--- config.mk ---
export PLATFORM = sky130hd
export DESIGN_NAME = serial_rx_errors_and_mode_control
export DESIGN_NICKNAME = d
export VERILOG_FILES = /design/src/bit_majority_sampler.v /design/src/serial_rx_errors_and_mode_control.v
export VERILOG_INCLUDE_DIRS = /design/src
export SDC_FILE = /design/constraint.sdc
export NUM_CORES = 1
export LEC_CHECK = 0
export BUFFER_PORTS_ARGS = -buffer_cell sky130_fd_sc_hd__buf_2
export CELL_PAD_IN_SITES_DETAIL_PLACEMENT = 1
export CELL_PAD_IN_SITES_GLOBAL_PLACEMENT = 2
export CORE_ASPECT_RATIO = 1.1
export CORE_MARGIN = 8
export CORE_UTILIZATION = 34
export CTS_CLUSTER_DIAMETER = 80
export DETAILED_ROUTE_END_ITERATION = 10
export GPL_TIMING_DRIVEN = 0
export PLACE_DENSITY = 0.89
export SYNTH_ARGS = -nofsm -noshare
export SYNTH_HDL_FRONTEND = slang
export SYNTH_SLANG_ARGS = --single-unit
export TNS_END_PERCENT = 1
--- constraint.sdc ---
create_clock -name clk_i -period 3.1 [get_ports clk_i]
set_input_delay 0.93 -clock clk_i [delete_from_list [all_inputs] [get_ports clk_i]]
set_output_delay 0.93 -clock clk_i [all_outputs]
set_load 0.02 [all_outputs]
--- src/serial_rx_defines.vh ---
// Purpose: Offsets, field positions, reset values and counts
// Assumes: Word-addressed Wishbone map, byte address = 4 * index
// Notes: Included by both design files
`ifndef SERIAL_RX_DEFINES_VH
`define SERIAL_RX_DEFINES_VH
// Register indices, byte address is four times the index
`define IDX_BUF 10'h208
`define IDX_CTRL 10'h209
`define IDX_MODE 10'h20a
`define IDX_IRQ_STAT 10'h20b
`define IDX_IRQ_MASK 10'h20c
// Mode register fields
`define MODE_TX9 7
`define MODE_HANDSHAKE_GATE_ENABLE 6
`define MODE_RXE 5
`define MODE_WU 4
`define MODE_SM_HI 3
`define MODE_SM_LO 2
`define MODE_SC_HI 1
`define MODE_SC_LO 0
`define MODE_RESET 8'h00
// Control register fields
`define CTRL_RX9 7
`define CTRL_EVEN 6
`define CTRL_PE 5
`define CTRL_OVR 4
`define CTRL_PAR 3
`define CTRL_FRM 2
`define CTRL_SCLKS 1
`define CTRL_IOC 0
`define CTRL_RESET 8'h00
// Interrupt status and mask fields
`define IRQ_RX 0
`define IRQ_TX 1
`define IRQ_ERR 2
// Transfer mode encodings
`define SM_SHIFT 2'b00
`define SM_UART7 2'b01
`define SM_UART8 2'b10
`define SM_UART9 2'b11
// Base clock source encodings
`define SC_TIMER 2'b00
`define SC_BAUD 2'b01
`define SC_SYS 2'b10
`define SC_PIN 2'b11
// Base clock pulses per bit and the three sample points
`define TICKS_PER_BIT 16
`define SAMPLE_A 7
`define SAMPLE_B 8
`define SAMPLE_C 9
`define SHIFT_BITS 8
`endif

--- src/bit_majority_sampler.v ---
// Purpose: Counts base clock pulses per bit, votes three samples
// Assumes: tick_i is a one-cycle pulse of the base clock
// Notes: centre_o pulses one cycle after the last sample pulse
`include "serial_rx_defines.vh"
module bit_majority_sampler #(
  parameter TICKS = `TICKS_PER_BIT
) (
  input wire clk_i,
  input wire rst_i,
  input wire tick_i,
  input wire restart_i,
  input wire line_i,
  output reg centre_o,
  output reg bit_o
);
  reg [4:0] cnt_r; // Pulse number within the bit, 1 based
  reg [4:0] cnt_nxt; // Pulse number counted by this tick
  reg samp_a_r; // First sample
  reg samp_b_r; // Second sample

  // Restart counts the current tick as pulse one of a new bit
  always @*
  begin
    if (restart_i)
      cnt_nxt = 5'h01;
    else if (cnt_r == TICKS[4:0])
      cnt_nxt = 5'h01;
    else
      cnt_nxt = cnt_r + 5'h01;
  end

  // Take samples on pulses 7 and 8, vote on pulse 9
  always @(posedge clk_i)
  begin
    if (rst_i)
    begin
      cnt_r <= 5'h00;
      samp_a_r <= 1'b1;
      samp_b_r <= 1'b1;
      centre_o <= 1'b0;
      bit_o <= 1'b1;
    end
    else
    begin
      centre_o <= 1'b0;
      if (tick_i)
      begin
        cnt_r <= cnt_nxt;
        if (cnt_nxt == `SAMPLE_A)
          samp_a_r <= line_i;
        if (cnt_nxt == `SAMPLE_B)
          samp_b_r <= line_i;
        if (cnt_nxt == `SAMPLE_C)
        begin
          centre_o <= 1'b1;
          bit_o <= (samp_a_r & samp_b_r) | (samp_a_r & line_i) |
            (samp_b_r & line_i);
        end
      end
    end
  end
endmodule // bit_majority_sampler

--- src/serial_rx_errors_and_mode_control.v ---
// Purpose: One serial channel: receive errors, interrupt timing, mode
// Assumes: Pins synchronous to clk_i; classic Wishbone slave
// Notes: Shift mode and 7/8/9-bit UART; baud divider lives outside
//
// Behaviour
// - Overrun when new frame meets unread buffer
// - Parity of moved data checked against bit
// - Stop bit voted; majority zero gives framing
// - Receive interrupt point depends on format
// - Framing at stop centre, parity at parity
// - Overrun flagged at receive interrupt point
// - Transmit interrupt just before stop bit
// - Shift mode transmit interrupt after rising edge
// - Falling mode transmit interrupt after falling edge
// - Shift receive interrupt at buffer transfer
// - Mode field selects shift, 7, 8, 9 bit
// - Clock select picks UART base clock
// - Handshake enable gates UART transmit with clear-to-send
// - Wake-up enable bit; mode resets to zero
// - Nine-bit wake-up interrupts only on ninth one
// - Sixteen pulses per bit, majority of 7-9
// - Control register read clears all error flags
//
// Chosen here: the Wishbone interface to the registers.
`include "serial_rx_defines.vh"
module serial_rx_errors_and_mode_control #(
  parameter ADR_W = 12
) (
  input wire clk_i,
  input wire rst_i,
  input wire [ADR_W-1:0] adr_i,
  input wire [31:0] dat_i,
  input wire [3:0] sel_i,
  input wire we_i,
  input wire cyc_i,
  input wire stb_i,
  output reg [31:0] dat_o,
  output reg ack_o,
  input wire serial_in_pin_i,
  input wire cts_n_i,
  input wire shift_clock_pin_i,
  input wire timer_a0_match_i,
  input wire baud_tick_i,
  output reg serial_out_pin_o,
  output reg shift_clock_pin_o,
  output reg shift_clock_oe_o,
  output reg rx_interrupt_o,
  output reg tx_interrupt_o,
  output reg irq_o
);
  localparam RX_IDLE = 2'd0;
  localparam RX_START = 2'd1;
  localparam RX_BITS = 2'd2;
  localparam RX_STOP = 2'd3;
  localparam TX_IDLE = 2'd0;
  localparam TX_START = 2'd1;
  localparam TX_BITS = 2'd2;
  localparam TX_STOP = 2'd3;

  // Parity bit for 7 or 8 data bits; even makes the total even
  function par_bit;
    input [7:0] d;
    input eight;
    input even;
    begin
      par_bit = (^(eight ? d : {1'b0, d[6:0]})) ^ ~even;
    end
  endfunction

  reg [7:0] mode_r; // serial_mode_control
  reg [7:0] ctrl_r; // Flags, parity setup, shift clock setup
  reg [2:0] irq_stat_r; // Sticky interrupt events
  reg [2:0] irq_mask_r; // Interrupt enables
  reg [7:0] rx_holding_buffer_r; // Data seen by software
  reg rx_valid_r; // Holding buffer not yet read
  reg [7:0] tx_buf_r; // Byte written for sending
  reg tx_full_r; // Transmit buffer holds a byte
  reg sclk_prev_r; // Shift clock pin, previous cycle
  reg [1:0] rx_st_r;
  reg [3:0] rx_cnt_r; // Received bit index
  reg [8:0] rx_sh_r; // Receive shift stage
  reg [8:0] rx_word; // Shift stage with the current bit
  reg [1:0] tx_st_r;
  reg [3:0] tx_cnt_r; // Bits left to send
  reg [3:0] tx_div_r; // Base pulses within a transmit bit
  reg [8:0] tx_sh_r; // Transmit shift stage
  reg uart_out_r; // UART line level
  reg [3:0] io_cnt_r; // Shift mode edge count
  reg [7:0] io_tx_r; // Shift mode transmit stage
  reg [7:0] io_rx_r; // Shift mode receive stage
  reg io_busy_r; // Device driven shift clock running
  reg sclk_out_r; // Device driven shift clock level
  reg rx_evt; // Receive interrupt event
  reg tx_evt; // Transmit interrupt event
  reg [2:0] err_set; // Overrun, parity, framing set pulses
  reg xfer; // Move a character to the holding buffer
  reg [8:0] xfer_word;
  reg base_tick; // One pulse of the UART base clock

  wire [1:0] sm = {mode_r[`MODE_SM_HI], mode_r[`MODE_SM_LO]};
  wire [1:0] sc = {mode_r[`MODE_SC_HI], mode_r[`MODE_SC_LO]};
  wire receive_enable_bit = mode_r[`MODE_RXE];
  wire pe = ctrl_r[`CTRL_PE] & (sm != `SM_UART9); // No parity in 9-bit
  wire uart = (sm != `SM_SHIFT);
  wire [3:0] data_n = (sm == `SM_UART7) ? 4'd7 : 4'd8;
  wire [3:0] last_idx = data_n - ((sm == `SM_UART9) | pe ? 4'd0 : 4'd1);
  // Formats whose interrupt falls at the last bit, not the stop bit
  wire early = (sm == `SM_UART9) | ((sm == `SM_UART8) & pe);
  wire hit = cyc_i & stb_i & ~ack_o;
  wire [ADR_W-3:0] idx = adr_i[ADR_W-1:2];
  wire rd_ctrl = hit & ~we_i & (idx == `IDX_CTRL);
  wire rd_buf = hit & ~we_i & (idx == `IDX_BUF);
  wire wr_lo = hit & we_i & sel_i[0];
  wire smp_centre;
  wire smp_bit;
  wire sclk_rise = shift_clock_pin_i & ~sclk_prev_r;
  wire sclk_fall = ~shift_clock_pin_i & sclk_prev_r;
  wire out_rise = baud_tick_i & io_busy_r & ~sclk_out_r;
  // Active shift edge: own clock rises, or pin edge chosen by sclks
  wire io_edge = ctrl_r[`CTRL_IOC] ?
    (ctrl_r[`CTRL_SCLKS] ? sclk_fall : sclk_rise) : out_rise;
  // Clear-to-send is low active; gating only when enabled
  wire tx_go = ~mode_r[`MODE_HANDSHAKE_GATE_ENABLE] | ~cts_n_i;
  // Next own shift clock level; the pin follows it so that the last rise
  // and the shift interrupts leave on the same edge
  wire sclk_nxt = uart ? 1'b1 :
    ((io_busy_r & baud_tick_i) ? ~sclk_out_r : sclk_out_r);

  // UART base clock source
  always @*
  begin
    case (sc)
      `SC_TIMER: base_tick = timer_a0_match_i;
      `SC_BAUD: base_tick = baud_tick_i;
      `SC_SYS: base_tick = 1'b1;
      default: base_tick = sclk_rise;
    endcase
  end

  // Shift stage as it stands with the bit sampled now
  always @*
  begin
    rx_word = rx_sh_r;
    rx_word[rx_cnt_r] = smp_bit;
  end

  bit_majority_sampler #(
    .TICKS(`TICKS_PER_BIT)
  ) u_sampler (
    .clk_i(clk_i),
    .rst_i(rst_i),
    .tick_i(base_tick),
    .restart_i(uart & (rx_st_r == RX_IDLE) & receive_enable_bit & ~serial_in_pin_i),
    .line_i(serial_in_pin_i),
    .centre_o(smp_centre),
    .bit_o(smp_bit)
  );

  // Receive events of both modes, all gated by receive enable
  always @*
  begin
    xfer = 1'b0;
    xfer_word = rx_word;
    err_set = 3'b000;
    if (!uart)
    begin
      // Character complete after the eighth shift edge
      xfer = receive_enable_bit & io_edge & (io_cnt_r == `SHIFT_BITS - 1);
      xfer_word = {1'b0, serial_in_pin_i, io_rx_r[7:1]};
    end
    else if (receive_enable_bit & smp_centre)
    begin
      if (rx_st_r == RX_BITS && rx_cnt_r == last_idx)
      begin
        xfer = early;
        if (pe && smp_bit != par_bit(rx_word[7:0], sm == `SM_UART8,
          ctrl_r[`CTRL_EVEN]))
          err_set[1] = 1'b1;
      end
      if (rx_st_r == RX_STOP)
      begin
        xfer = ~early;
        xfer_word = rx_sh_r;
        err_set[0] = ~smp_bit;
      end
    end
    err_set[2] = xfer & rx_valid_r;
    // Nine-bit wake-up withholds the interrupt for frames whose ninth bit is zero; the data still loads
    rx_evt = xfer & ~rx_valid_r & ~(sm == `SM_UART9 &
      mode_r[`MODE_WU] & ~xfer_word[8]);
  end

  // Wishbone slave: answer one cycle after the request, any address
  always @(posedge clk_i)
  begin
    if (rst_i)
    begin
      ack_o <= 1'b0;
      dat_o <= 32'h0000_0000;
    end
    else
    begin
      ack_o <= hit;
      if (hit & ~we_i)
      begin
        case (idx)
          `IDX_BUF: dat_o <= {24'h00_0000, rx_holding_buffer_r};
          `IDX_CTRL: dat_o <= {24'h00_0000, ctrl_r};
          `IDX_MODE: dat_o <= {24'h00_0000, mode_r};
          `IDX_IRQ_STAT: dat_o <= {29'h0000_0000, irq_stat_r};
          `IDX_IRQ_MASK: dat_o <= {29'h0000_0000, irq_mask_r};
          default: dat_o <= 32'h0000_0000; // Unmapped reads as zero
        endcase
      end
    end
  end

  // Software registers and flags; hardware set wins over any clear
  always @(posedge clk_i)
  begin
    if (rst_i)
    begin
      mode_r <= `MODE_RESET;
      ctrl_r <= `CTRL_RESET;
      irq_stat_r <= 3'b000;
      irq_mask_r <= 3'b000;
      tx_buf_r <= 8'h00;
      tx_full_r <= 1'b0;
      rx_holding_buffer_r <= 8'h00;
      rx_valid_r <= 1'b0;
      irq_o <= 1'b0;
    end
    else
    begin
      if (wr_lo && idx == `IDX_MODE)
        mode_r <= dat_i[7:0];
      if (wr_lo && idx == `IDX_CTRL)
      begin
        ctrl_r[`CTRL_EVEN] <= dat_i[`CTRL_EVEN];
        ctrl_r[`CTRL_PE] <= dat_i[`CTRL_PE];
        ctrl_r[`CTRL_SCLKS] <= dat_i[`CTRL_SCLKS];
        ctrl_r[`CTRL_IOC] <= dat_i[`CTRL_IOC];
      end
      // Reading the control register clears every error flag
      ctrl_r[`CTRL_OVR] <= err_set[2] | (ctrl_r[`CTRL_OVR] & ~rd_ctrl);
      ctrl_r[`CTRL_PAR] <= err_set[1] | (ctrl_r[`CTRL_PAR] & ~rd_ctrl);
      ctrl_r[`CTRL_FRM] <= err_set[0] | (ctrl_r[`CTRL_FRM] & ~rd_ctrl);
      if (wr_lo && idx == `IDX_IRQ_MASK)
        irq_mask_r <= dat_i[2:0];
      irq_stat_r[`IRQ_RX] <= rx_evt | (irq_stat_r[`IRQ_RX] &
        ~(wr_lo && idx == `IDX_IRQ_STAT && dat_i[`IRQ_RX]));
      irq_stat_r[`IRQ_TX] <= tx_evt | (irq_stat_r[`IRQ_TX] &
        ~(wr_lo && idx == `IDX_IRQ_STAT && dat_i[`IRQ_TX]));
      irq_stat_r[`IRQ_ERR] <= (|err_set) | (irq_stat_r[`IRQ_ERR] &
        ~(wr_lo && idx == `IDX_IRQ_STAT && dat_i[`IRQ_ERR]));
      irq_o <= |(irq_stat_r & irq_mask_r);
      // An overrun keeps the old buffer and ninth bit
      if (xfer & ~rx_valid_r)
      begin
        rx_holding_buffer_r <= xfer_word[7:0];
        ctrl_r[`CTRL_RX9] <= xfer_word[8];
      end
      rx_valid_r <= (xfer & ~rx_valid_r) | (rx_valid_r & ~rd_buf);
      // A write in the load cycle stays pending rather than lost
      if (wr_lo && idx == `IDX_BUF)
      begin
        tx_buf_r <= dat_i[7:0];
        tx_full_r <= 1'b1;
      end
      else if ((uart && tx_st_r == TX_IDLE && tx_div_r == 4'hf &&
        base_tick && tx_go) || (!uart && !io_busy_r &&
        !ctrl_r[`CTRL_IOC]) || (!uart && ctrl_r[`CTRL_IOC] &&
        io_cnt_r == 4'h0 && io_edge))
        tx_full_r <= 1'b0;
    end
  end

  // UART receive sequence: start, data and extra bits, stop
  always @(posedge clk_i)
  begin
    if (rst_i)
    begin
      rx_st_r <= RX_IDLE;
      rx_cnt_r <= 4'h0;
      rx_sh_r <= 9'h000;
    end
    else if (!uart || !receive_enable_bit)
      rx_st_r <= RX_IDLE;
    else
    begin
      case (rx_st_r)
        RX_IDLE:
          if (base_tick && !serial_in_pin_i)
            rx_st_r <= RX_START;
        RX_START:
          if (smp_centre)
          begin
            // A start bit voted high was only a glitch
            rx_st_r <= smp_bit ? RX_IDLE : RX_BITS;
            rx_cnt_r <= 4'h0;
            rx_sh_r <= 9'h000;
          end
        RX_BITS:
          if (smp_centre)
          begin
            rx_sh_r <= rx_word;
            rx_cnt_r <= rx_cnt_r + 4'h1;
            if (rx_cnt_r == last_idx)
              rx_st_r <= RX_STOP;
          end
        default:
          if (smp_centre)
            rx_st_r <= RX_IDLE;
      endcase
    end
  end

  // UART transmit: one bit per sixteen base pulses
  always @(posedge clk_i)
  begin
    if (rst_i)
    begin
      tx_st_r <= TX_IDLE;
      tx_cnt_r <= 4'h0;
      tx_div_r <= 4'h0;
      tx_sh_r <= 9'h1ff;
      uart_out_r <= 1'b1;
    end
    else if (!uart)
    begin
      tx_st_r <= TX_IDLE;
      uart_out_r <= 1'b1;
    end
    else if (base_tick)
    begin
      tx_div_r <= tx_div_r + 4'h1;
      if (tx_div_r == 4'hf)
      begin
        case (tx_st_r)
          TX_IDLE:
            if (tx_full_r && tx_go)
            begin
              tx_st_r <= TX_START;
              uart_out_r <= 1'b0;
              tx_cnt_r <= last_idx + 4'h1;
              tx_sh_r <= {mode_r[`MODE_TX9], tx_buf_r};
              if (pe && sm == `SM_UART7)
                tx_sh_r[7] <= par_bit(tx_buf_r, 1'b0, ctrl_r[`CTRL_EVEN]);
              if (pe && sm == `SM_UART8)
                tx_sh_r[8] <= par_bit(tx_buf_r, 1'b1, ctrl_r[`CTRL_EVEN]);
            end
          TX_START, TX_BITS:
            if (tx_cnt_r == 4'h0)
            begin
              tx_st_r <= TX_STOP;
              uart_out_r <= 1'b1;
            end
            else
            begin
              tx_st_r <= TX_BITS;
              uart_out_r <= tx_sh_r[0];
              tx_sh_r <= {1'b1, tx_sh_r[8:1]};
              tx_cnt_r <= tx_cnt_r - 4'h1;
            end
          default:
            tx_st_r <= TX_IDLE;
        endcase
      end
    end
  end

  // Shift mode: sample, shift and count on the active edge
  always @(posedge clk_i)
  begin
    if (rst_i)
    begin
      io_cnt_r <= 4'h0;
      io_tx_r <= 8'hff;
      io_rx_r <= 8'h00;
      io_busy_r <= 1'b0;
      sclk_out_r <= 1'b1;
      sclk_prev_r <= 1'b1;
    end
    else
    begin
      sclk_prev_r <= shift_clock_pin_i;
      if (uart)
      begin
        io_cnt_r <= 4'h0;
        io_busy_r <= 1'b0;
        sclk_out_r <= 1'b1;
      end
      else
      begin
        // Own clock starts only once a byte waits to be sent
        if (!io_busy_r && tx_full_r && !ctrl_r[`CTRL_IOC])
        begin
          io_busy_r <= 1'b1;
          io_tx_r <= tx_buf_r;
        end
        else if (io_busy_r && baud_tick_i)
          sclk_out_r <= ~sclk_out_r;
        if (ctrl_r[`CTRL_IOC] && io_cnt_r == 4'h0 && io_edge)
          io_tx_r <= tx_full_r ? tx_buf_r : 8'hff;
        if (io_edge)
        begin
          io_rx_r <= {serial_in_pin_i, io_rx_r[7:1]};
          if (!(ctrl_r[`CTRL_IOC] && io_cnt_r == 4'h0))
            io_tx_r <= {1'b1, io_tx_r[7:1]};
          io_cnt_r <= (io_cnt_r == `SHIFT_BITS - 1) ? 4'h0 :
            io_cnt_r + 4'h1;
          if (io_cnt_r == `SHIFT_BITS - 1)
            io_busy_r <= 1'b0;
        end
      end
    end
  end

  // Transmit interrupt: entering the stop bit, or last shift edge
  always @*
  begin
    if (uart)
      tx_evt = base_tick && tx_div_r == 4'hf && tx_cnt_r == 4'h0 &&
        (tx_st_r == TX_START || tx_st_r == TX_BITS);
    else
      tx_evt = io_edge && io_cnt_r == `SHIFT_BITS - 1;
  end

  // Registered pins and interrupt pulses
  always @(posedge clk_i)
  begin
    if (rst_i)
    begin
      serial_out_pin_o <= 1'b1;
      shift_clock_pin_o <= 1'b1;
      shift_clock_oe_o <= 1'b0;
      rx_interrupt_o <= 1'b0;
      tx_interrupt_o <= 1'b0;
    end
    else
    begin
      serial_out_pin_o <= uart ? uart_out_r : io_tx_r[0];
      shift_clock_pin_o <= sclk_nxt;
      shift_clock_oe_o <= ~uart & ~ctrl_r[`CTRL_IOC];
      rx_interrupt_o <= rx_evt;
      tx_interrupt_o <= tx_evt;
    end
  end
endmodule // serial_rx_errors_and_mode_control

**Word level (Yosys, flattened, before mapping)**

Index checks and enable logic that the tools add are counted.

- Logic and storage cells: 290
- Input bits: 58
- Bits in registers: 146
- Output and inout port bits: 39

- Reduce and logical (&&, ||, !) cells: 73
- Muxes and demuxes: 66
- Equal/unequal tests: 30
- Order comparisons: 2
- Bitwise gates (word level): 75
- $add $sub $neg: 7

Operators by type and width:

| operator | number |
|---|---|
| 9-bit 2-to-1 mux | 7 |
| 10-bit == test (second input constant) | 5 |
| 8-bit 2-to-1 mux | 6 |
| 8-bit case mux with 5 select lines | 1 |
| 9-bit case mux with 2 select lines | 2 |
| 1-bit AND | 35 |
| 1-bit logical AND | 33 |
| 1-bit 2-to-1 mux | 25 |
| 4-bit 2-to-1 mux | 6 |
| 1-bit inverter | 24 |
| 8-bit XOR reduction | 3 |
| 2-bit 2-to-1 mux | 9 |
| 4-bit by 1-bit adder with 4-bit output (second input constant) | 4 |
| 4-bit case mux with 2 select lines | 2 |
| 2-bit == test (second input constant) | 6 |
| 1-bit OR | 12 |
| 2-bit AND reduction | 6 |
| 5-bit by 4-bit == test with 1-bit output (second input constant) | 2 |
| 5-bit 2-to-1 mux | 2 |
| 2-bit by 1-bit != test with 1-bit output (second input constant) | 5 |
| 2-bit nonzero test | 5 |
| 2-bit OR reduction | 5 |
| 9-bit bitwise mux | 1 |
| 2-bit by 1-bit == test with 1-bit output (second input constant) | 4 |
| 28 further kinds | 43 |

**Longest topological paths before layout**

Gate-level depths: netlist of run 1.

- Word-level depth: 16
- Gate-level depth with buffers: 10

**Hierarchy**

A second synthesis of run 1 with hierarchy kept.

- Cells, all modules: 759
- Area, all modules: 6458.7 sq um

Modules (own cells, without submodules):

| module | cells each | area an instance (sq um) | times used | sequential area each (sq um) |
|---|---|---|---|---|
| serial_rx_errors_and_mode_control | 698 | 5900.7 | 1 | 2242.2 |
| bit_majority_sampler | 61 | 558.0 | 1 | 180.2 |

**Worst setup path after synthesis of run 1**

No wires, ideal clock.

- Kind: in2reg
- Start: input shift_clock_pin_i
- End: register tx_cnt_r[2]
- Slack: 0.282 ns
- Library setup time: 0.075 ns
- Stages on the path: 8
- Required time: 3.025 ns
- Arrival: 2.743 ns
- Path through: nand3b_1 -> a31o_1 -> buf_6 -> a211o_4 -> or4_1 -> buf_2 -> or3_1 -> a31oi_1

- Word-level cells in the longest chain between the ends: 3

Ends and longest elaborated chain:

| element | RTL line | text |
|---|---|---|
| start, declared | serial_rx_errors_and_mode_control.v:41 | `input wire shift_clock_pin_i,` |
| 1-bit AND | serial_rx_errors_and_mode_control.v:116 | `wire sclk_rise = shift_clock_pin_i & ~sclk_prev_r;` |
| 1-bit case mux with 3 select lines | serial_rx_errors_and_mode_control.v:132 | `case (sc)` |
| 6-bit AND reduction (no source line) | -- |  |
| end signal, assigned | serial_rx_errors_and_mode_control.v:345 | `tx_cnt_r <= last_idx + 4'h1;` |
| end signal, assigned | serial_rx_errors_and_mode_control.v:363 | `tx_cnt_r <= tx_cnt_r - 4'h1;` |
| end, declared | serial_rx_errors_and_mode_control.v:84 | `reg [3:0] tx_cnt_r;` |

No other way between the ends.
A chain may end at the register's enable or synchronous reset.

**Worst setup path in the final report of run 1**

- Start: input shift_clock_pin_i
- End: register rx_holding_buffer_r[6]

- Word-level cells in the longest chain between the ends: 8

Ends and longest elaborated chain:

| element | RTL line | text |
|---|---|---|
| 1-bit inverter | serial_rx_errors_and_mode_control.v:117 | `wire sclk_fall = ~shift_clock_pin_i & sclk_prev_r;` |
| 1-bit AND | serial_rx_errors_and_mode_control.v:117 |  |
| 1-bit 2-to-1 mux (*) | serial_rx_errors_and_mode_control.v:121 | `` (ctrl_r[`CTRL_SCLKS] ? sclk_fall : sclk_rise) : out_rise; `` |
| 1-bit 2-to-1 mux (*) | serial_rx_errors_and_mode_control.v:120 | `` wire io_edge = ctrl_r[`CTRL_IOC] ? `` |
| 1-bit AND (*) (2 in a row) | serial_rx_errors_and_mode_control.v:168 | `` xfer = receive_enable_bit & io_edge & (io_cnt_r == `SHIFT_BITS - 1); `` |
| 1-bit 2-to-1 mux (*) | serial_rx_errors_and_mode_control.v:165 | `if (!uart)` |
| 1-bit AND (*) | serial_rx_errors_and_mode_control.v:258 | `if (xfer & ~rx_valid_r)` |
| end signal, assigned | serial_rx_errors_and_mode_control.v:260 | `rx_holding_buffer_r <= xfer_word[7:0];` |
| end, declared | serial_rx_errors_and_mode_control.v:74 | `reg [7:0] rx_holding_buffer_r;` |

Every way passes the cells marked *; elsewhere a longest branch is shown, timed or not.

==> results of run 1 <==
==> logic make-up after synthesis <==
group	after synthesis	share of synthesized area (%)
flip-flops	121	38.1
other	1	0.0590
XOR/XNOR	27	4.17
buffers and inverters	97	7.33
multiplexers	56	9.57
adder cells (fa/ha/maj)	19	3.74
AO/OA/AOI/OAI	153	15.0
AND/OR/NAND/NOR	294	22.0
==> registers in the layout, summed over array words and instances, names as in the netlist, 2 cells and up <==
name                 cells
ctrl_r                   8
dat_o                    8
io_cnt_r                 4
io_rx_r                  7
io_tx_r                  8
irq_mask_r               3
irq_stat_r               3
mode_r                   8
rx_cnt_r                 4
rx_holding_buffer_r      8
rx_sh_r                  9
rx_st_r                  2
tx_buf_r                 8
tx_cnt_r                 4
tx_div_r                 4
tx_sh_r                  9
tx_st_r                  2
u_sampler.cnt_r          5
==> worst max-delay path, stage by stage <==
cell and delay [ps]:
buf_2 100, or3b_1 400, a311oi_2 490, a31oi_1 190, o221a_2 380, a2111oi_0 550
nor3_1 90
==> cell usage in the layout (no fill, tap or decap), types with 4 or more instances in the layout <==
cell         n
nand4_1      7
o211ai_1     9
buf_2       46
mux2i_1     45
nand3_1     44
a221oi_1     5
inv_1       24
or2_2        4
mux2_2       8
a21oi_1     62
nor2b_1      5
xor2_1       7
nand3b_1    14
conb_1      24
nor3b_1      5
clkbuf_1    38
clkbuf_16   17
buf_4       24
a31oi_1      4
nor2_1      81
nand2_1     83
o21ai_0     32
nor3_1      26
buf_1        4
dfxtp_1    121
ha_1        19
nand2b_1     5
xnor2_1     18
o22ai_1      9
a2111oi_0   10
bufinv_16    6
==> layout make-up <==
class | instances | area (um2) | area share (%)
inverter | 25 | 93.8 | 1.23
clock buffer | 20 | 467 | 6.10
buffer | 72 | 374 | 4.89
tap | 243 | 304 | 3.98
sequential | 121 | 2420 | 31.7
multi-input combinational | 573 | 3550 | 46.4
clock inverter | 12 | 219 | 2.86
timing repair buffer | 43 | 215 | 2.81
==> final timing paths <==
kind,depth (start not counted),to
setup reg to reg,8,rx_holding_buffer_r[6]
hold / removal,2,dat_o[5]
hold reg to reg,2,dat_o[5]
setup / recovery,7,rx_holding_buffer_r[6]
==> per-layer routing <==
| layer | global-route usage [%] | part of all wire [%] | wire length (um) | vias to the layer above |
|---|---|---|---|---|
| li1 | - | - | - | 2838 |
| met1 | 20.3 | 45 | 9040 | 2769 |
| met2 | 31.0 | 51 | 10300 | 86 |
| met5 | 0 | 0 | 0 | - |
| met4 | 6.28 | 1.9 | 394 | 0 |
| met3 | 2.81 | 2.8 | 574 | 25 |
==> power groups by stage <==
stage	Combinational, mW	Clock, mW	Sequential, mW
global placement	0.177	0	1.60
finish	0.179	2.31	1.57
floorplan	0.108	0	1.60
global route	0.192	2.40	1.57
CTS	0.178	2.34	1.57
detailed placement	0.177	0	1.60
==> per-stage QoR <==
| step | util [%] | area [um2] | setup WS, ps | hold WS, ps | total power [mW] |
|---|---|---|---|---|---|
| after CTS | 41.7 | 7640 | 197 | 460 | 4.08 |
| final | 41.7 | 7650 | 222 | 457 | 4.05 |
| after global placement | 37.9 | 6960 | -155 | 444 | 1.78 |
| after detailed placement | 37.9 | 6960 | -180 | 452 | 1.78 |
| after floorplan | - | 6440 | 282 | 434 | 1.71 |
| after global routing | 41.7 | 7650 | 52.8 | 485 | 4.16 |
==> run_results.csv, run 1 <==
group,metric,value,unit
outcome,status,"finished, final reports clean",
global_route,overflow,0,
floorplan,die_area,0.0233,mm2
clock_network,cts_max_level,4,
power_and_ir_drop,leakagePower,3.03,nW
power_and_ir_drop,p_comb_share,4.4,%
clock_network,cts_made_buffers,17,
placement,dp_hpwl,15.0,mm
synth,synth_area,0.00635,mm2
power_and_ir_drop,intPower,3.19,mW
sta,fin_crit_sh,92.9,%
critical_path,end_kind,"flip-flop",
sta,setup_tns,0,ps
sta,slew_viol_final,0,
min_path,worstHoldStart,"dat_o[5]",
clock_network,cts_tree,"built",
clock_network,clk_pin_slew_worst_paths,50,ps
sta,rsz0062_at_grt,"false",
clock_network,post_cts_buffers,0,
synth,synth_top_area_share,38.1,%
placement,dpl.cell_count,1077,
critical_path,required,3370,ps
critical_path,worst-setup-path-type,"input port to flip-flop",
final_layout,drive_gt1_share,14.4,%
placement,gp_congestion,0.796,
synth,ys.flop_type,"dfxtp_1",
global_route,antenna_found_initial,0,
min_path,hold_class,"flip-flop to flip-flop",
synth,ys_async_sr_fraction,0,%
clock_network,clk_latency,420,ps
synth,synthTopCellsByArea,"dfxtp_1, mux2i_1, nand2_1",
critical_path,rrSetupSlack,310,ps
synth,postSynthAreaPerCell,8.27,um2
sta,worst_slew_pin_slew,797,ps
flow_run,cap_violations,0,
power_and_ir_drop,clkPwrFrac,57.0,%
critical_path,crit_start,"shift_clock_pin_i",
power_and_ir_drop,power_frac_seq,38.6,%
sta,clock_skew,6.97,ps
critical_path,crit_fanout,10,
power_and_ir_drop,ir_worst_vdd,0.444,mV
power_and_ir_drop,swShare,21.4,%
floorplan,die_x,146,um
detailed_routing,num_vias,5718,
synth,yosysTopAreaCell,"dfxtp_1",
clock_network,cts_buffer_depth,2,
placement,port_buffers,43,
synth,synth_cell_types,64,
floorplan,fp.coreArea,0.0183,mm2
detailed_routing,first_pass_iters,4,
final_layout,fin_cells,1109,
final_layout,antenna_cells,0,
critical_path,cp.arrival,3150,ps
detailed_routing,vias_per_cell,5.16,
detailed_routing,totalWireLength,20.3,mm
sta,period_needed,2880,ps
floorplan,rows,52,
final_layout,n_fill_cell,2273,
synth,yosysMostFrequentCell,"dfxtp_1",
synth,ys_top_cells_by_count,"dfxtp_1, nand2_1, nor2_1",
final_layout,layout.nets,930,
power_and_ir_drop,p_switching,866,uW
synth,synth-edff-count,0,
critical_path,critPathLaunchType,"input port",
clock_network,cts_hold_buf,0,
global_route,grt_pass1_wl,32.0,mm
global_route,grt_max_degree,17,
floorplan,start_util,34.6,%
synth,yosysWarnings,0,
sta,max_clock_freq,347,MHz
clock_network,clock-sinks,121,
detailed_routing,wire_per_inst,18.3,um
floorplan,ioPinCount,97,
synth,synthCells,768,
sta,setup_viol,0,
detailed_routing,drcViolationCount,0,
critical_path,timing.rr.start,"mode_r[3]",
clock_network,post_cts_resized,0,
power_and_ir_drop,powerDensity,530,mW/mm2
synth,synth-seq-cells,121,
clock_network,root_buffer,"clkbuf_16",
global_route,grt_pass1_vias,5877,
sta,timing.slew.headroom,46.6,%
sta,hold_viol,0,
detailed_routing,drt_iter0_drc,274,
final_layout,syn2layout_area_growth,20.4,%
detailed_routing,postRouteAntennaNets,0,
global_route,grt_usage,17.3,%
floorplan,die_h,159,um
synth,ys_seq_area_share,38.1,%
Note: power is estimated with default switching activity, not from simulation.
==> inputs of run 2 (changes only) <==
Settings changed: GPL_TIMING_DRIVEN 0 to not set, REMOVE_ABC_BUFFERS set to 1.
==> run 2 against run 1 <==
First-iteration DRC count up 8.0%. Flip-flop and latch count unchanged. Via count down 3.4%. Clock power down 8.7%. Critical path type unchanged.
==> run_results.csv, run 2 (synthesis results as in run 1) <==
group,metric,value,unit
clock_network,clk_pin_slew_worst_paths,60,ps
flow_run,cap_violations,0,
final_layout,drive_gt1_share,14.9,%
sta,slew_viol_final,0,
clock_network,cts_buffer_depth,2,
power_and_ir_drop,p_comb_share,3.8,%
clock_network,post_cts_buffers,0,
floorplan,die_h,159,um
floorplan,rows,52,
clock_network,clock-sinks,121,
placement,gp_congestion,0.784,
final_layout,fin_util,40.6,%
min_path,worstHoldStart,"dat_o[7]",
clock_network,post_cts_resized,0,
placement,port_buffers,43,
sta,clock_skew,10.1,ps
placement,dpl.cell_count,1033,
placement,dp_hpwl,13.1,mm
power_and_ir_drop,powerDensity,513,mW/mm2
min_path,hold_class,"flip-flop to flip-flop",
floorplan,start_util,34.6,%
critical_path,rrSetupSlack,530,ps
detailed_routing,wire_per_inst,17.1,um
sta,setup_viol,0,
power_and_ir_drop,clkPwrFrac,55.2,%
sta,hold_viol,0,
global_route,grt_usage,15.8,%
final_layout,antenna_cells,0,
critical_path,crit_fanout,7,
clock_network,cts_max_level,4,
sta,worst_slew_pin_slew,713,ps
clock_network,cts_made_buffers,17,
final_layout,final_common_cell,"dfxtp_1",
global_route,grt_pass1_wl,30.0,mm
critical_path,end_kind,"flip-flop",
global_route,antenna_found_initial,0,
global_route,grt_max_degree,74,
floorplan,die_area,0.0233,mm2
min_path,min_to,"dat_o[7]",
sta,rsz0062_at_grt,"false",
power_and_ir_drop,swShare,22.8,%
detailed_routing,num_vias,5523,
global_route,grt_pass1_vias,5847,
critical_path,reg2reg_to,"rx_holding_buffer_r[3]",
critical_path,cp.arrival,3060,ps
critical_path,timing.rr.start,"mode_r[3]",
power_and_ir_drop,ir_worst_vdd,0.390,mV
final_layout,layout_common_cells,"dfxtp_1, nand2_1, nor2_1, a21oi_1, mux2i_1",
sta,max_clock_freq,363,MHz
min_path,min_path_cells,2,
critical_path,worst-setup-path-type,"input port to flip-flop",
sta,timing.slew.headroom,51.2,%
final_layout,reg_top3,"rx_sh_r x9, tx_sh_r x9",
floorplan,fp.coreArea,0.0183,mm2
sta,setup_tns,0,ps
critical_path,critPathLaunchType,"input port",
detailed_routing,drt_iter0_drc,296,
clock_network,root_buffer,"clkbuf_16",
sta,fin_crit_sh,89.0,%
detailed_routing,first_pass_iters,4,
global_route,overflow,0,
power_and_ir_drop,intPower,2.95,mW
final_layout,syn2layout_area_growth,17.2,%
final_layout,fin_cells,1064,
floorplan,die_x,146,um
power_and_ir_drop,leakagePower,2.94,nW
outcome,status,"finished, final reports clean",
floorplan,ioPinCount,97,
detailed_routing,vias_per_cell,5.19,
power_and_ir_drop,p_switching,871,uW
detailed_routing,postRouteAntennaNets,0,
sta,whs,447,ps
critical_path,r2r_cells,7,
detailed_routing,drcViolationCount,0,
clock_network,cts_tree,"built",
critical_path,required,3400,ps
final_layout,layout.nets,886,
sta,period_needed,2760,ps
power_and_ir_drop,power_frac_seq,41.0,%
power_and_ir_drop,power,3.82,mW
clock_network,clk_latency,420,ps
detailed_routing,totalWireLength,18.2,mm
clock_network,cts_hold_buf,0,
[run 2: changes by cell type in the layout (fill, tap and decap cells not counted), sizes merged]
cell,previous run,this run
clkbuf,60,17
buf,75,71
bufinv,6,4
clkinvlp,2,3
inv,24,27
[run 2: worst max-delay path: stages]
cell and delay [ps]:
buf_2 110, or3b_1 420, a2111oi_0 710, o21ai_0 270, or2_2 390, o22ai_1 170, nand2_1 60
[run 2: stage by stage]
stage	area, um2	worst slack, ps
2_1_floorplan	6070	59.3
6_report	7450	341
5_1_grt	7450	168
3_5_place_dp	6830	40.5
4_1_cts	7450	338
3_3_place_gp	6830	73.9
[run 2: power by group through the flow]
stage / combinational [mW] / sequential [mW] / clock, mW
6_report: 0.144 / 1.57 / 2.11
5_1_grt: 0.158 / 1.57 / 2.21
4_1_cts: 0.143 / 1.57 / 2.15
3_5_place_dp: 0.143 / 1.60 / 0
3_3_place_gp: 0.142 / 1.60 / 0
2_1_floorplan: 0.0624 / 1.60 / 0
[run 2: routing by layer]
layer | GRT usage (%) | routed length [um] | share of wire (%)
met3 | 2.98 | 574 | 3.1
met2 | 27.5 | 9020 | 49
met1 | 18.3 | 8170 | 45
met4 | 7.22 | 479 | 2.6
met5 | 0 | 0 | 0
[run 2: worst max path at each step]
stage | end | cells past startpoint | slack [ps] | startpoint
5_1_grt | io_tx_r[7] | 7 | 170 | shift_clock_pin_i
6_report | io_tx_r[7] | 7 | 340 | shift_clock_pin_i
3_5_place_dp | io_tx_r[7] | 7 | 40 | shift_clock_pin_i
3_3_place_gp | rx_holding_buffer_r[3] | 7 | 70 | shift_clock_pin_i
2_1_floorplan | tx_cnt_r[2] | 6 | 60 | shift_clock_pin_i
4_1_cts | io_tx_r[7] | 7 | 340 | shift_clock_pin_i
[run 2: layout make-up]
type / instances / area, um2
Clock buffer: 17 / 425
Clock inverter: 14 / 196
Fill cell: 2242 / 10900
Inverter: 25 / 93.8
Multi-Input combinational cell: 573 / 3550
Sequential cell: 121 / 2420
Tap cell: 243 / 304
Timing Repair Buffer: 71 / 453
==> inputs of run 3 (changes only) <==
Settings changed: ABC_AREA set to 1, ABC_CLOCK_PERIOD_IN_PS set to 3100, CORE_UTILIZATION 34 to 32, RECOVER_POWER set to 25.
==> run 3 against run 2 <==
Hold slack better by 15 ps. Design area fell by 0.20%. Largest cell class unchanged. First-iteration DRC count shrank 7.1%. Non-clock buffer count is 15 lower. Setup slack better by 260 ps. Synthesized area increased by 2.7%. Global-route usage rose by 0.33 points. Flip-flop and latch count unchanged. Combinational power up 16%. Sequential share of layout area up 0.066 points.
==> run_results.csv, run 3 <==
group,metric,value,unit
global_route,met2_usage,28.0,%
global_route,antenna_found_initial,0,
clock_network,post_cts_resized,0,
sta,setup_tns,0,ps
final_layout,layout.nets,1070,
detailed_routing,drcViolationCount,0,
synth,yosysWarnings,0,
sta,rsz0062_at_grt,"false",
final_layout,layout_common_cells,"nand2_1, dfxtp_1, inv_1, a21oi_1, o21ai_0",
global_route,grt_max_degree,55,
final_layout,fin_util,37.3,%
synth,ys_async_sr_fraction,0,%
detailed_routing,num_vias,6230,
clock_network,cts_made_buffers,17,
placement,port_buffers,43,
critical_path,required,3420,ps
final_layout,drive_gt1_share,9.48,%
sta,clock_skew,6.83,ps
final_layout,reg_top3,"rx_sh_r x9, tx_sh_r x9",
clock_network,root_buffer,"clkbuf_16",
synth,yosysTopAreaCell,"dfxtp_1",
synth,synthCells,947,
clock_network,cts_max_level,4,
floorplan,die_h,166,um
synth,synth-seq-cells,121,
placement,postPlaceCellArea,0.00693,mm2
flow_run,cap_violations,0,
critical_path,crit_fanout,54,
clock_network,clk_latency,410,ps
sta,period_needed,2500,ps
critical_path,cp.arrival,2820,ps
synth,synth_top_area_share,37.1,%
sta,max_clock_freq,399,MHz
sta,slew_viol_final,0,
final_layout,final_common_cell,"nand2_1",
clock_network,cts_buffer_depth,2,
synth,yosysMostFrequentCell,"nand2_1",
detailed_routing,vias_per_cell,4.97,
clock_network,cts_tree,"built",
synth,synthTopCellsByArea,"dfxtp_1, nand2_1, a21oi_1",
synth,ys_seq_area_share,37.1,%
sta,hold_viol,0,
final_layout,syn2layout_area_growth,13.9,%
floorplan,ioPinCount,97,
power_and_ir_drop,leakagePower,2.93,nW
global_route,grt_usage,16.1,%
clock_network,cts_hold_buf,0,
outcome,status,"finished, final reports clean",
sta,setup_viol,0,
global_route,grt_use_met3,3.57,%
final_layout,antenna_cells,0,
synth,synth_cell_types,52,
sta,worst_slew_pin_slew,1130,ps
detailed_routing,totalWireLength,20.1,mm
detailed_routing,wire_per_inst,16.0,um
sta,timing.slew.headroom,24.4,%
min_path,hold_class,"flip-flop to flip-flop",
power_and_ir_drop,ir_worst_vdd,0.323,mV
floorplan,start_util,32.7,%
global_route,grt_pass1_vias,6326,
sta,fin_crit_sh,80.8,%
placement,gp_congestion,0.830,
floorplan,die_x,152,um
detailed_routing,drt_iter0_drc,275,
global_route,grt_most_used_layer,"met2",
synth,synth-edff-count,0,
clock_network,clk_pin_slew_worst_paths,50,ps
synth,ys_top_cells_by_count,"nand2_1, dfxtp_1, inv_1",
critical_path,worst-setup-path-type,"input port to flip-flop",
global_route,overflow,0,
global_route,grtUsageMet1,19.1,%
clock_network,post_cts_buffers,0,
detailed_routing,first_pass_iters,4,
floorplan,rows,54,
critical_path,critPathLaunchType,"input port",
global_route,grt_pass1_wl,32.9,mm
critical_path,end_kind,"flip-flop",
floorplan,die_area,0.0252,mm2
placement,dp_hpwl,14.9,mm
detailed_routing,postRouteAntennaNets,0,
floorplan,fp.coreArea,0.0199,mm2
power_and_ir_drop,powerDensity,492,mW/mm2
synth,synth_area,0.00652,mm2
synth,postSynthAreaPerCell,6.89,um2
clock_network,clock-sinks,121,
synth,ys.flop_type,"dfxtp_1",
final_layout,finish.instance_area,0.00743,mm2
run 3: cell count changes after synthesis, moves of 23 or more:
| cell | change |
|---|---|
| mux2i_1 | -45 |
| clkbuf_1 | -23 |
| o21ai_0 | +57 |
| a21oi_1 | +27 |
| inv_1 | +84 |
| nand2_1 | +129 |
run 3: routing by layer:
layer	wire length, um	vias up	share of wire, %
met2	9890	73	49
met3	606	17	3.0
met5	0	-	0
met4	359	0	1.8
li1	-	3161	-
met1	9240	2979	46
run 3: per-stage QoR:
step	total power, mW	hold WS, ps	std cells	setup WS, ps
3_5_place_dp	1.78	454	1226	429
4_1_cts	3.70	463	1254	778
5_1_grt	3.78	485	1254	419
2_1_floorplan	1.70	432	918	668
6_report	3.66	462	1254	597
3_3_place_gp	1.78	442	1226	446
run 3: kinds of logic after synthesis:
logic type      synth area share [%]
buf+inv                         11.8
flops                           37.1
compound gates                  19.0
xor+xnor                        2.01
other cells                   0.0575
fa+ha+maj                       3.80
simple gates                    26.2
run 3: layout make-up:
class                           instances  area, um2
Clock buffer                           19        453
Clock inverter                          9        103
Fill cell                            2584      12500
Inverter                              117        449
Multi-Input combinational cell        680       3410
Sequential cell                       121       2420
Tap cell                              252        315
Timing Repair Buffer                   56        284
run 3: power breakdown:
part / switching, mW / internal, mW
Sequential: 0.0103 / 1.57
Combinational: 0.124 / 0.0431
Clock: 0.713 / 1.20
run 3: path summary, 6_finish.rpt:
| kind | cells after the start | start | slack (ps) | to |
|---|---|---|---|---|
| worst min register to register | 2 | dat_o[5] | 460 | dat_o[5] |
| worst max register to register | 10 | mode_r[2] | 680 | rx_cnt_r[0] |
| worst max-delay path | 5 | rst_i | 600 | rx_cnt_r[2] |
| worst min-delay path | 2 | dat_o[5] | 460 | dat_o[5] |
run 3: worst max-delay path, cell delays in order:
cell and delay (ps):
clkbuf_1 190, inv_1 190, clkbuf_2 870, o21ai_0 360
nor3_1 250
